--- config.mk ---
export PLATFORM = sky130hd
export DESIGN_NAME = raw_block_framer
export DESIGN_NICKNAME = d
export VERILOG_FILES = /design/src/hdl/raw_block_pkg.sv /design/src/hdl/raw_block_framer.sv /design/src/hdl/rec_fifo.sv
export VERILOG_INCLUDE_DIRS = /design/src /design/src/hdl
export SDC_FILE = /design/constraint.sdc
export NUM_CORES = 2
export LEC_CHECK = 0
export BUFFER_PORTS_ARGS = -buffer_cell sky130_fd_sc_hd__buf_4
export CAP_MARGIN = 20
export CORE_ASPECT_RATIO = 1.5
export CORE_UTILIZATION = 39
export DETAILED_ROUTE_END_ITERATION = 7
export HOLD_SLACK_MARGIN = 0.05
export PLACE_DENSITY = 0.57
export REMOVE_ABC_BUFFERS = 1
export SLEW_MARGIN = 30
export SYNTH_ARGS = -nofsm -noshare
export SYNTH_HDL_FRONTEND = slang
export SYNTH_SLANG_ARGS = --single-unit
--- constraint.sdc ---
create_clock -name i_ref_clk -period 10 [get_ports i_ref_clk]
set_clock_uncertainty 0.05 [all_clocks]
set_input_delay 0.5 -clock i_ref_clk [delete_from_list [all_inputs] [get_ports i_ref_clk]]
set_output_delay 0.5 -clock i_ref_clk [all_outputs]
set_load 0.01 [all_outputs]
--- src/hdl/raw_block_params.svh ---
// Constants for the raw measurement block framer: framing bytes,
// field layout, block geometry and fixed parameter-byte bits.
// Assumes inclusion by bare name from design files.
`ifndef RAW_BLOCK_PARAMS_SVH
`define RAW_BLOCK_PARAMS_SVH

// ----------------------------------------
// Framing bytes
// ----------------------------------------
`define RB_SOB 8'hfe
`define RB_EOB 8'hff
`define RB_ESC 8'hfd
`define RB_TYPE 8'h52

// ----------------------------------------
// Block geometry
// ----------------------------------------
`define RB_HDR_LEN 16'h0009
`define RB_REC_LEN 16'h000e
`define RB_HDR_LAST 4'h8
`define RB_REC_LAST 4'hd

// ----------------------------------------
// Field values
// ----------------------------------------
`define RB_CN0_OFS 8'h1a
`define RB_CN0_MAX 8'h1f
`define RB_RATE_BAD 24'h800000
`define RB_MP_UNDET 4'hf
`define RB_PAR_RSVD 3'h0
`define RB_PAR_B2 1'b1
`define RB_PAR_B3 1'b0
`define RB_PAR_SINGLE 1'b0
`define RB_FIFO_DEPTH 16

`endif

--- src/hdl/raw_block_pkg.sv ---
// Types shared by the raw measurement block framer, its checker and its testbench.
// Assumes nothing of its surroundings.
package raw_block_pkg;

  // ----------------------------------------
  // Framer states
  // ----------------------------------------
  typedef enum logic [2:0] {
    ST_IDLE = 3'b000,
    ST_SOB = 3'b001,
    ST_HDR = 3'b010,
    ST_REC = 3'b011,
    ST_SUM = 3'b100,
    ST_EOB = 3'b101
  } frame_state_t;

  // ----------------------------------------
  // Block header as given by the measurement side
  // ----------------------------------------
  typedef struct packed {
    logic [15:0] week;
    logic [23:0] tow;
    logic [1:0] smooth;
    logic [6:0] nsv;
  } blk_hdr_t;

  // ----------------------------------------
  // One satellite measurement, before encoding
  // ----------------------------------------
  typedef struct packed {
    logic [7:0] sv;
    logic [31:0] prange;
    logic [7:0] cn0;
    logic phase_bad;
    logic [23:0] phase;
    logic rate_bad;
    logic [23:0] rate;
    logic slip;
    logic [2:0] phase_q;
    logic mp_known;
    logic [3:0] mp;
    logic [3:0] pr_q;
  } sv_rec_t;

endpackage

--- src/hdl/raw_block_framer.sv ---
// Framer for the binary raw single-frequency measurement block.
// Assumes header and records come from same-clock logic, and that the
// byte sink (serial transmitter) is on the same clock too.
//
// Notes on behaviour
// - Block: header, length, 5-byte time tag, parameter byte, 14-byte records, checksum, end.
// - First two time-tag bytes carry the full, unambiguous week count.
// - Last three time-tag bytes carry time in week in tenths of a second.
// - Parameter bits 0-1 encode the code smoothing interval.
// - Parameter bit 2 set, bit 3 clear, bits 4-6 reserved, bit 7 clear.
// - Record opens with satellite number then four-byte pseudorange.
// - Sixth record byte bits 0-4 hold C/N0 minus 26 dB-Hz.
// - Sixth record byte bit 7 set when carrier phase is invalid.
// - Three bytes of carrier phase in thousandths of a cycle follow.
// - Three bytes signed carrier rate; 800000 hex marks it invalid.
// - Quality bits 0-4 count continuity losses per satellite, modulo 32.
// - Quality bits 5-7 carry the phase error class.
// - Last byte bits 0-3 multipath class, 1111 when undetermined.
// - Last byte bits 4-7 carry the pseudorange error class.
// - Block opens with FE and closes with FF.
// - Content bytes FD, FE, FF go out as FD then 00, 01, 02.
// - Checksum is the 16-bit sum of unescaped bytes after start, before checksum.
// - Length counts unescaped bytes after start up to the checksum.
`include "raw_block_params.svh"
`timescale 1ns/1ps
`default_nettype none

module raw_block_framer #(
  parameter int FIFO_DEPTH = `RB_FIFO_DEPTH
) (
  input wire logic i_ref_clk,
  input wire logic i_arst_n,
  input wire logic i_ce,
  input wire logic i_start,
  input wire raw_block_pkg::blk_hdr_t i_hdr,
  input wire raw_block_pkg::sv_rec_t i_rec,
  input wire logic i_rec_valid,
  output logic o_rec_ready,
  output logic [7:0] o_byte,
  output logic o_byte_valid,
  input wire logic i_byte_ready,
  output logic o_busy
);
  import raw_block_pkg::*;

  // ----------------------------------------
  // Field encoders
  // ----------------------------------------

  // Level field saturates: below the offset reads 0, above the range 31
  function automatic logic [4:0] level_field(input logic [7:0] cn0);
    logic [7:0] d;
    d = cn0 - `RB_CN0_OFS;
    if (cn0 < `RB_CN0_OFS) begin
      level_field = 5'h00;
    end else if (d > `RB_CN0_MAX) begin
      level_field = 5'h1f;
    end else begin
      level_field = d[4:0];
    end
  endfunction

  // Header byte at index 0..8, counted after the start byte
  function automatic logic [7:0] hdr_byte(input blk_hdr_t h, input logic [3:0] i,
                                          input logic [15:0] len);
    hdr_byte = 8'h00;
    case (i)
      4'h0: hdr_byte = `RB_TYPE;
      4'h1: hdr_byte = len[15:8];
      4'h2: hdr_byte = len[7:0];
      4'h3: hdr_byte = h.week[15:8];
      4'h4: hdr_byte = h.week[7:0];
      4'h5: hdr_byte = h.tow[23:16];
      4'h6: hdr_byte = h.tow[15:8];
      4'h7: hdr_byte = h.tow[7:0];
      4'h8: hdr_byte = {`RB_PAR_SINGLE, `RB_PAR_RSVD, `RB_PAR_B3, `RB_PAR_B2, h.smooth};
      default: hdr_byte = 8'h00;
    endcase
  endfunction

  // Record byte at index 1..13; index 0 is taken straight from the FIFO
  function automatic logic [7:0] rec_byte(input sv_rec_t r, input logic [4:0] slips,
                                          input logic [3:0] i);
    logic [23:0] rate;
    rate = r.rate_bad ? `RB_RATE_BAD : r.rate;
    rec_byte = 8'h00;
    case (i)
      4'h1: rec_byte = r.prange[31:24];
      4'h2: rec_byte = r.prange[23:16];
      4'h3: rec_byte = r.prange[15:8];
      4'h4: rec_byte = r.prange[7:0];
      4'h5: rec_byte = {r.phase_bad, 2'b00, level_field(r.cn0)};
      4'h6: rec_byte = r.phase[23:16];
      4'h7: rec_byte = r.phase[15:8];
      4'h8: rec_byte = r.phase[7:0];
      4'h9: rec_byte = rate[23:16];
      4'ha: rec_byte = rate[15:8];
      4'hb: rec_byte = rate[7:0];
      4'hc: rec_byte = {r.phase_q, slips};
      4'hd: rec_byte = {r.pr_q, r.mp_known ? r.mp : `RB_MP_UNDET};
      default: rec_byte = 8'h00;
    endcase
  endfunction

  // ----------------------------------------
  // Record FIFO
  // ----------------------------------------
  sv_rec_t f_data;
  logic f_valid;
  logic f_pop;

  rec_fifo #(
    .WIDTH($bits(sv_rec_t)),
    .DEPTH(FIFO_DEPTH)
  ) u_fifo (
    .i_ref_clk(i_ref_clk),
    .i_arst_n(i_arst_n),
    .i_ce(i_ce),
    .i_data(i_rec),
    .i_valid(i_rec_valid),
    .o_ready(o_rec_ready),
    .o_data(f_data),
    .o_valid(f_valid),
    .i_ready(f_pop)
  );

  // ----------------------------------------
  // State
  // ----------------------------------------
  frame_state_t state;
  blk_hdr_t hdr;
  sv_rec_t rec;
  logic [15:0] blen;
  logic [15:0] csum;
  logic [3:0] hidx;
  logic [3:0] ridx;
  logic [6:0] svleft;
  logic sidx;
  logic [4:0] slip_cnt [32];
  logic [4:0] cnt_q;
  logic esc_pend;
  logic [7:0] esc_code;

  logic [7:0] lb;
  logic lb_ok;
  logic content;
  logic load;
  logic step;
  logic [4:0] next_slips;

  // ----------------------------------------
  // Next logical (unescaped) byte
  // ----------------------------------------

  // Stalls at a record's first byte until the FIFO has one ready
  always_comb begin
    lb = 8'h00;
    lb_ok = 1'b1;
    content = 1'b1;
    case (state)
      ST_IDLE: begin
        lb_ok = 1'b0;
        content = 1'b0;
      end
      ST_SOB: begin
        lb = `RB_SOB;
        content = 1'b0;
      end
      ST_HDR: lb = hdr_byte(hdr, hidx, blen);
      ST_REC: begin
        if (ridx == 4'h0) begin
          lb = f_data.sv;
          lb_ok = f_valid;
        end else begin
          lb = rec_byte(rec, cnt_q, ridx);
        end
      end
      ST_SUM: lb = sidx ? csum[7:0] : csum[15:8];
      ST_EOB: begin
        lb = `RB_EOB;
        content = 1'b0;
      end
      default: begin
        lb_ok = 1'b0;
        content = 1'b0;
      end
    endcase
  end

  // Output register may take a byte when empty or being drained
  assign load = i_ce && (!o_byte_valid || i_byte_ready);
  // A logical byte is consumed only when no escape code is pending
  assign step = load && !esc_pend && lb_ok;
  assign f_pop = step && (state == ST_REC) && (ridx == 4'h0);
  // loss counter wraps naturally at 32
  assign next_slips = slip_cnt[f_data.sv[4:0]] + {4'h0, f_data.slip};

  // ----------------------------------------
  // Output byte with escaping
  // ----------------------------------------

  // reserved values split into marker and code
  always_ff @(posedge i_ref_clk or negedge i_arst_n) begin
    if (!i_arst_n) begin
      o_byte <= 8'h00;
      o_byte_valid <= 1'b0;
      esc_pend <= 1'b0;
      esc_code <= 8'h00;
    end else if (load) begin
      if (esc_pend) begin
        o_byte <= esc_code;
        o_byte_valid <= 1'b1;
        esc_pend <= 1'b0;
      end else if (lb_ok) begin
        o_byte_valid <= 1'b1;
        if (content && (lb >= `RB_ESC)) begin
          o_byte <= `RB_ESC;
          esc_pend <= 1'b1;
          esc_code <= lb - `RB_ESC;
        end else begin
          o_byte <= lb;
        end
      end else begin
        o_byte_valid <= 1'b0;
      end
    end
  end

  // ----------------------------------------
  // Sequencing
  // ----------------------------------------

  always_ff @(posedge i_ref_clk or negedge i_arst_n) begin
    if (!i_arst_n) begin
      state <= ST_IDLE;
      hdr <= '0;
      hidx <= 4'h0;
      ridx <= 4'h0;
      svleft <= 7'h00;
      sidx <= 1'b0;
      o_busy <= 1'b0;
    end else if (i_ce) begin
      if (state == ST_IDLE) begin
        if (i_start) begin
          hdr <= i_hdr;
          svleft <= i_hdr.nsv;
          hidx <= 4'h0;
          ridx <= 4'h0;
          sidx <= 1'b0;
          state <= ST_SOB;
          o_busy <= 1'b1;
        end
      end else if (step) begin
        case (state)
          ST_SOB: state <= ST_HDR;
          ST_HDR: begin
            hidx <= hidx + 4'h1;
            if (hidx == `RB_HDR_LAST) begin
              state <= (svleft == 7'h00) ? ST_SUM : ST_REC;
            end
          end
          ST_REC: begin
            if (ridx == `RB_REC_LAST) begin
              ridx <= 4'h0;
              svleft <= svleft - 7'h01;
              if (svleft == 7'h01) begin
                state <= ST_SUM;
              end
            end else begin
              ridx <= ridx + 4'h1;
            end
          end
          ST_SUM: begin
            sidx <= 1'b1;
            if (sidx) begin
              state <= ST_EOB;
            end
          end
          ST_EOB: begin
            state <= ST_IDLE;
            o_busy <= 1'b0;
          end
          default: state <= ST_IDLE;
        endcase
      end
    end
  end

  // length fixed at start from the record count
  always_ff @(posedge i_ref_clk or negedge i_arst_n) begin
    if (!i_arst_n) begin
      blen <= 16'h0000;
    end else if (i_ce && (state == ST_IDLE) && i_start) begin
      blen <= `RB_HDR_LEN + 16'(i_hdr.nsv) * `RB_REC_LEN;
    end
  end

  // sum of unescaped header and record bytes
  always_ff @(posedge i_ref_clk or negedge i_arst_n) begin
    if (!i_arst_n) begin
      csum <= 16'h0000;
    end else if (i_ce) begin
      if ((state == ST_IDLE) && i_start) begin
        csum <= 16'h0000;
      end else if (step && ((state == ST_HDR) || (state == ST_REC))) begin
        csum <= csum + {8'h00, lb};
      end
    end
  end

  // Record latched as its first byte leaves, so the FIFO frees early
  always_ff @(posedge i_ref_clk or negedge i_arst_n) begin
    if (!i_arst_n) begin
      rec <= '0;
    end else if (f_pop) begin
      rec <= f_data;
    end
  end

  // per-satellite loss counters, kept across blocks
  always_ff @(posedge i_ref_clk or negedge i_arst_n) begin
    if (!i_arst_n) begin
      for (int k = 0; k < 32; k++) begin
        slip_cnt[k] <= 5'h00;
      end
      cnt_q <= 5'h00;
    end else if (f_pop) begin
      slip_cnt[f_data.sv[4:0]] <= next_slips;
      cnt_q <= next_slips;
    end
  end

endmodule // raw_block_framer

`default_nettype wire

--- src/hdl/rec_fifo.sv ---
// Synchronous FIFO with valid/ready on both sides and registered flags.
// Assumes one clock, an active-low asynchronous reset and a clock enable.
`timescale 1ns/1ps
`default_nettype none

module rec_fifo #(
  parameter int WIDTH = 8,
  parameter int DEPTH = 16
) (
  input wire logic i_ref_clk,
  input wire logic i_arst_n,
  input wire logic i_ce,
  input wire logic [WIDTH-1:0] i_data,
  input wire logic i_valid,
  output logic o_ready,
  output logic [WIDTH-1:0] o_data,
  output logic o_valid,
  input wire logic i_ready
);

  localparam int AW = $clog2(DEPTH);

  logic [WIDTH-1:0] mem [DEPTH];
  logic [AW-1:0] wr_ptr;
  logic [AW-1:0] rd_ptr;
  logic [AW:0] count;
  logic [AW:0] next_count;
  logic push;
  logic pop;

  // Transfers only while enabled and both sides agree
  assign push = i_ce && i_valid && o_ready;
  assign pop = i_ce && o_valid && i_ready;
  assign o_data = mem[rd_ptr];

  // Fill level after this cycle
  always_comb begin
    next_count = count;
    if (push && !pop) begin
      next_count = count + 1'b1;
    end else if (pop && !push) begin
      next_count = count - 1'b1;
    end
  end

  // Storage has no reset; flags say what is valid
  always_ff @(posedge i_ref_clk) begin
    if (push) begin
      mem[wr_ptr] <= i_data;
    end
  end

  // Pointers and registered full/empty flags
  always_ff @(posedge i_ref_clk or negedge i_arst_n) begin
    if (!i_arst_n) begin
      wr_ptr <= '0;
      rd_ptr <= '0;
      count <= '0;
      o_ready <= 1'b0;
      o_valid <= 1'b0;
    end else if (i_ce) begin
      if (push) begin
        wr_ptr <= (wr_ptr == AW'(DEPTH - 1)) ? '0 : wr_ptr + 1'b1;
      end
      if (pop) begin
        rd_ptr <= (rd_ptr == AW'(DEPTH - 1)) ? '0 : rd_ptr + 1'b1;
      end
      count <= next_count;
      o_ready <= (next_count != (AW + 1)'(DEPTH));
      o_valid <= (next_count != '0);
    end
  end

endmodule // rec_fifo

`default_nettype wire

==> flow_metrics.py <==
metrics = {
    "synth": {
        "syn-cell-area_sq_mm": 0.0867,
        "synth.distinct_cells": 92,
        "syn_avg_cell_area_sq_um": 18.7,
        "synth_edf_count": 1776,
        "synth-seq-area-share_pct": 72.8,
        "synth_ff_type": "edfxtp_1",
        "syn_inst": 4639,
        "ys_warn_count": 0,
        "synth-async-reset-ratio_pct": 18.0,
        "ys_ff_latch": 2166,
    },
    "floorplanning": {
        "fp.dieH_microns": 579,
        "dieArea_sq_mm": 0.224,
        "io_pins": 177,
        "start_util_pct": 39.3,
        "row_count": 211,
        "die_width_microns": 387,
        "core_area_sq_mm": 0.221,
    },
    "clock_network": {
        "cts_tree": "yes",
        "cts.reportedPaths.clkPinSlew_ps": 60,
        "post-cts-setup-buffers": 0,
        "cts_buffers": 211,
        "ctsHoldBuffers": 165,
        "worstSkewPairLatency_ps": 880,
        "cts-root-buf": "clkbuf_16",
        "clock_path_buffers": 4,
        "cts_htree_levels": 4,
        "cts.sinks": 2166,
        "cts_resized": 0,
    },
    "worst_setup_path": {
        "worst-path-buf-inv": 3,
        "rrSetupSlack_ps": 3810,
        "cp_common_cell": "buf_4",
        "critPathTopFamily": "compound AO/OA/AOI/OAI gates",
        "worstSetupStartpointType": "register",
        "r2r_cells": 16,
        "r2r-start": "u_fifo.rd_ptr[0]",
        "slowest_stage": "dfrtp_4",
        "worstPathRequired_ps": 10690,
        "max_stage_delay_ps": 870,
        "arrival_ps": 6880,
        "critical_path_class": "reg -> reg",
        "endpoint_kind": "register",
        "rr_endpoint": "csum[13]",
        "cp_max_fo": 44,
        "crit_chain": "buf_4, and2_1, a221oi_2, o22ai_4, buf_4, buf_4, o22ai_1, or3_1, ha_1, a21o_1, a21oi_1, nand2b_1, a311o_1, a211oi_2, o21ai_0, a21oi_1",
    },
    "routing": {
        "vias_per_cell": 5.58,
        "drt_iter0_markers": 3589,
        "drcViolationCount": 0,
        "routed_wl_microns": 225000,
        "ant_nets": 0,
        "vias": 45100,
        "wire_per_inst_microns": 27.8,
        "firstDrtPassIters": 5,
    },
    "min_path": {
        "hold_path.class": "in -> async",
    },
    "placement": {
        "hpwlAfterDp_microns": 122000,
        "globalplace.congestion": 0.809,
        "port-buffer-count": 176,
        "place_area_sq_mm": 0.0916,
    },
    "power": {
        "clock_power_share_pct": 32.6,
        "p_seq_share_pct": 44.8,
        "power.switching_mw": 6.98,
        "p_comb_share_pct": 22.6,
        "vdd_ir_drop_max_uv": 149,
        "powerDensity_mw_per_mm2": 245,
        "p_leak_nw": 34.2,
        "swShare_pct": 28.4,
        "internal_power_mw": 17.6,
    },
    "global_route": {
        "met2_usage_pct": 35.0,
        "met1_usage_pct": 26.4,
        "grt_usage_pct": 20.0,
        "grt_pass1_wl_microns": 329000,
        "grt-ovfl-total": 0,
        "met3_usage_pct": 2.82,
        "grt_max_degree": 168,
        "top_usage_layer": "met2",
        "grt_pass1_vias": 46900,
        "antenna_found_initial": 34,
    },
    "sta": {
        "rsz0062_at_grt": "false",
        "hold_viol_final": 0,
        "setup_viol": 0,
        "worst_hold_slack_ps": 209,
        "slew_viol_final": 0,
        "fin_crit_sh_pct": 61.9,
        "min_period_ps": 6190,
        "worstMarginPinSlew_ps": 990,
        "max_slew_margin_pct": 34.0,
        "fmax_ghz": 0.162,
    },
    "run": {
        "maxCapViolCount": 0,
    },
    "cells_and_area": {
        "fillCellCount": 18800,
        "drive_gt1_share_pct": 24.9,
        "syn_to_final_growth_pct": 15.7,
        "nNetsFinal": 5250,
        "stdcell_area_sq_mm": 0.100,
        "seq_area_sq_mm": 0.0631,
        "multi_input_area_sq_mm": 0.0225,
    },
    "outcome": {
        "outcome": "finished clean",
    },
}
## cell usage after synthesis (all sizes together) (5+ instances only)
master      n  share of area [%]
o32ai       9              0.091
or4         6              0.061
and3b       8              0.081
nor3       17               0.11
a211oi     11               0.11
clkbuf    134               0.58
nand4      11              0.079
mux2       80                1.0
o21a        6              0.052
nor4       13               0.10
nor2       82               0.36
a31oi      10              0.087
inv        46               0.20
o2bb2ai     5              0.051
dfrtp     390                 11
nand3      40               0.23
o211ai      8              0.069
a21oi      52               0.30
nand2b     10              0.072
mux4      547                 14
a32o        6              0.069
mux2i      95                1.1
nand2     708                3.1
a222oi      9               0.10
o22ai      29               0.22
o21ai     126               0.73
a22oi      20               0.17
and2        9              0.065
o31ai      72               0.97
fa          8               0.18
xor2        8              0.081
xnor2      26               0.27
a21o       11              0.095
and3        5              0.036
edfxtp   1776                 62
a221oi      6              0.075
ha         35               0.51
or3         5              0.036
nor2b      12              0.087
a32oi      10               0.10
buf       115               0.75
## power by group through the flow
stage,Clock (mW),Sequential [mW],Combinational [mW]
6_report,8.03,11.0,5.55
3_5_place_dp,0,11.2,5.57
5_1_grt,8.50,11.1,6.01
4_1_cts,8.19,11.0,5.65
2_1_floorplan,0,11.4,4.40
3_3_place_gp,0,11.2,5.51
## sequential cells by signal (all words and copies together), names as in the netlist, 5 cells and up
register      count
u_fifo.mem     1776
esc_code          8
rec             102
slip_cnt        160
hdr              42
cnt_q             5
o_byte            8
csum             16
u_fifo.count      5
blen             12
svleft            7
## layout make-up
class	instances	area share [%]
Clock buffer	283	5.73
Inverter	49	0.191
Sequential cell	2166	62.9
Multi-Input combinational cell	2175	22.4
Tap cell	2875	3.59
Clock inverter	94	1.14
Timing Repair Buffer	438	4.03
Antenna cell	8	0.0200
## layer usage
layer	vias up	share of wire, %
met3	307	5.2
li1	19200	-
met1	24300	41
met5	-	0.11
met4	38	2.0
met2	1272	52
## worst max path at each step
stage / from / end / slack (ps) / depth (start not counted)
finish: u_fifo.rd_ptr[0] / csum[13] / 3810 / 16
global route: u_fifo.rd_ptr[0] / csum[15] / 3340 / 16
CTS: u_fifo.rd_ptr[0] / csum[13] / 3700 / 16
detailed placement: u_fifo.rd_ptr[0] / csum[13] / 3730 / 16
global placement: u_fifo.rd_ptr[0] / csum[15] / 3800 / 16
floorplan: u_fifo.rd_ptr[0] / slip_cnt[14] / -13070 / 11
## layout by cell type, fill, tap and decap left out, types with 11 or more instances in the layout
cell type      instances
mux2i_1               95
nor2_1                67
nand3_1               38
buf_12                14
bufinv_16             23
edfxtp_1            1776
o31ai_2               60
mux2_1                16
o21ai_1               11
a21oi_1               52
clkbuf_1              56
nand4_1               11
clkbuf_8              13
o21ai_0              113
nand2_1              706
ha_1                  33
clkinv_1              30
mux4_2               547
a22oi_1               20
mux2_2                64
nor2b_1               12
o31ai_1               12
buf_4                245
nor2_4                13
inv_1                 46
clkbuf_16            214
a21o_1                11
o22ai_1               28
dfrtp_1              386
clkinv_2              27
xnor2_1               25
dlygate4sd3_1        165
nor4_1                12
## cells by family after synthesis
| family | synth area share, % |
|---|---|
| flip-flops | 72.8 |
| AND/OR/NAND/NOR | 4.59 |
| multiplexers | 16.3 |
| AO/OA/AOI/OAI | 3.69 |
| buffers and inverters | 1.54 |
| adder cells (fa/ha/maj) | 0.701 |
| XOR/XNOR | 0.352 |
## stage by stage
stage               setup TNS [ps]  power (mW)  instances  setup WS (ps)  util (%)
finish                           0        24.6       8088           3810      45.4
global route                     0        25.6       8084           3340      45.4
CTS                              0        24.9       8076           3700      45.4
detailed placement               0        16.8       7534           3730      41.5
global placement                 0        16.7       7528           3800      41.4
floorplan                 -3301690        15.8       4390         -13070         -
No activity file was read; power rests on OpenSTA's default activity.
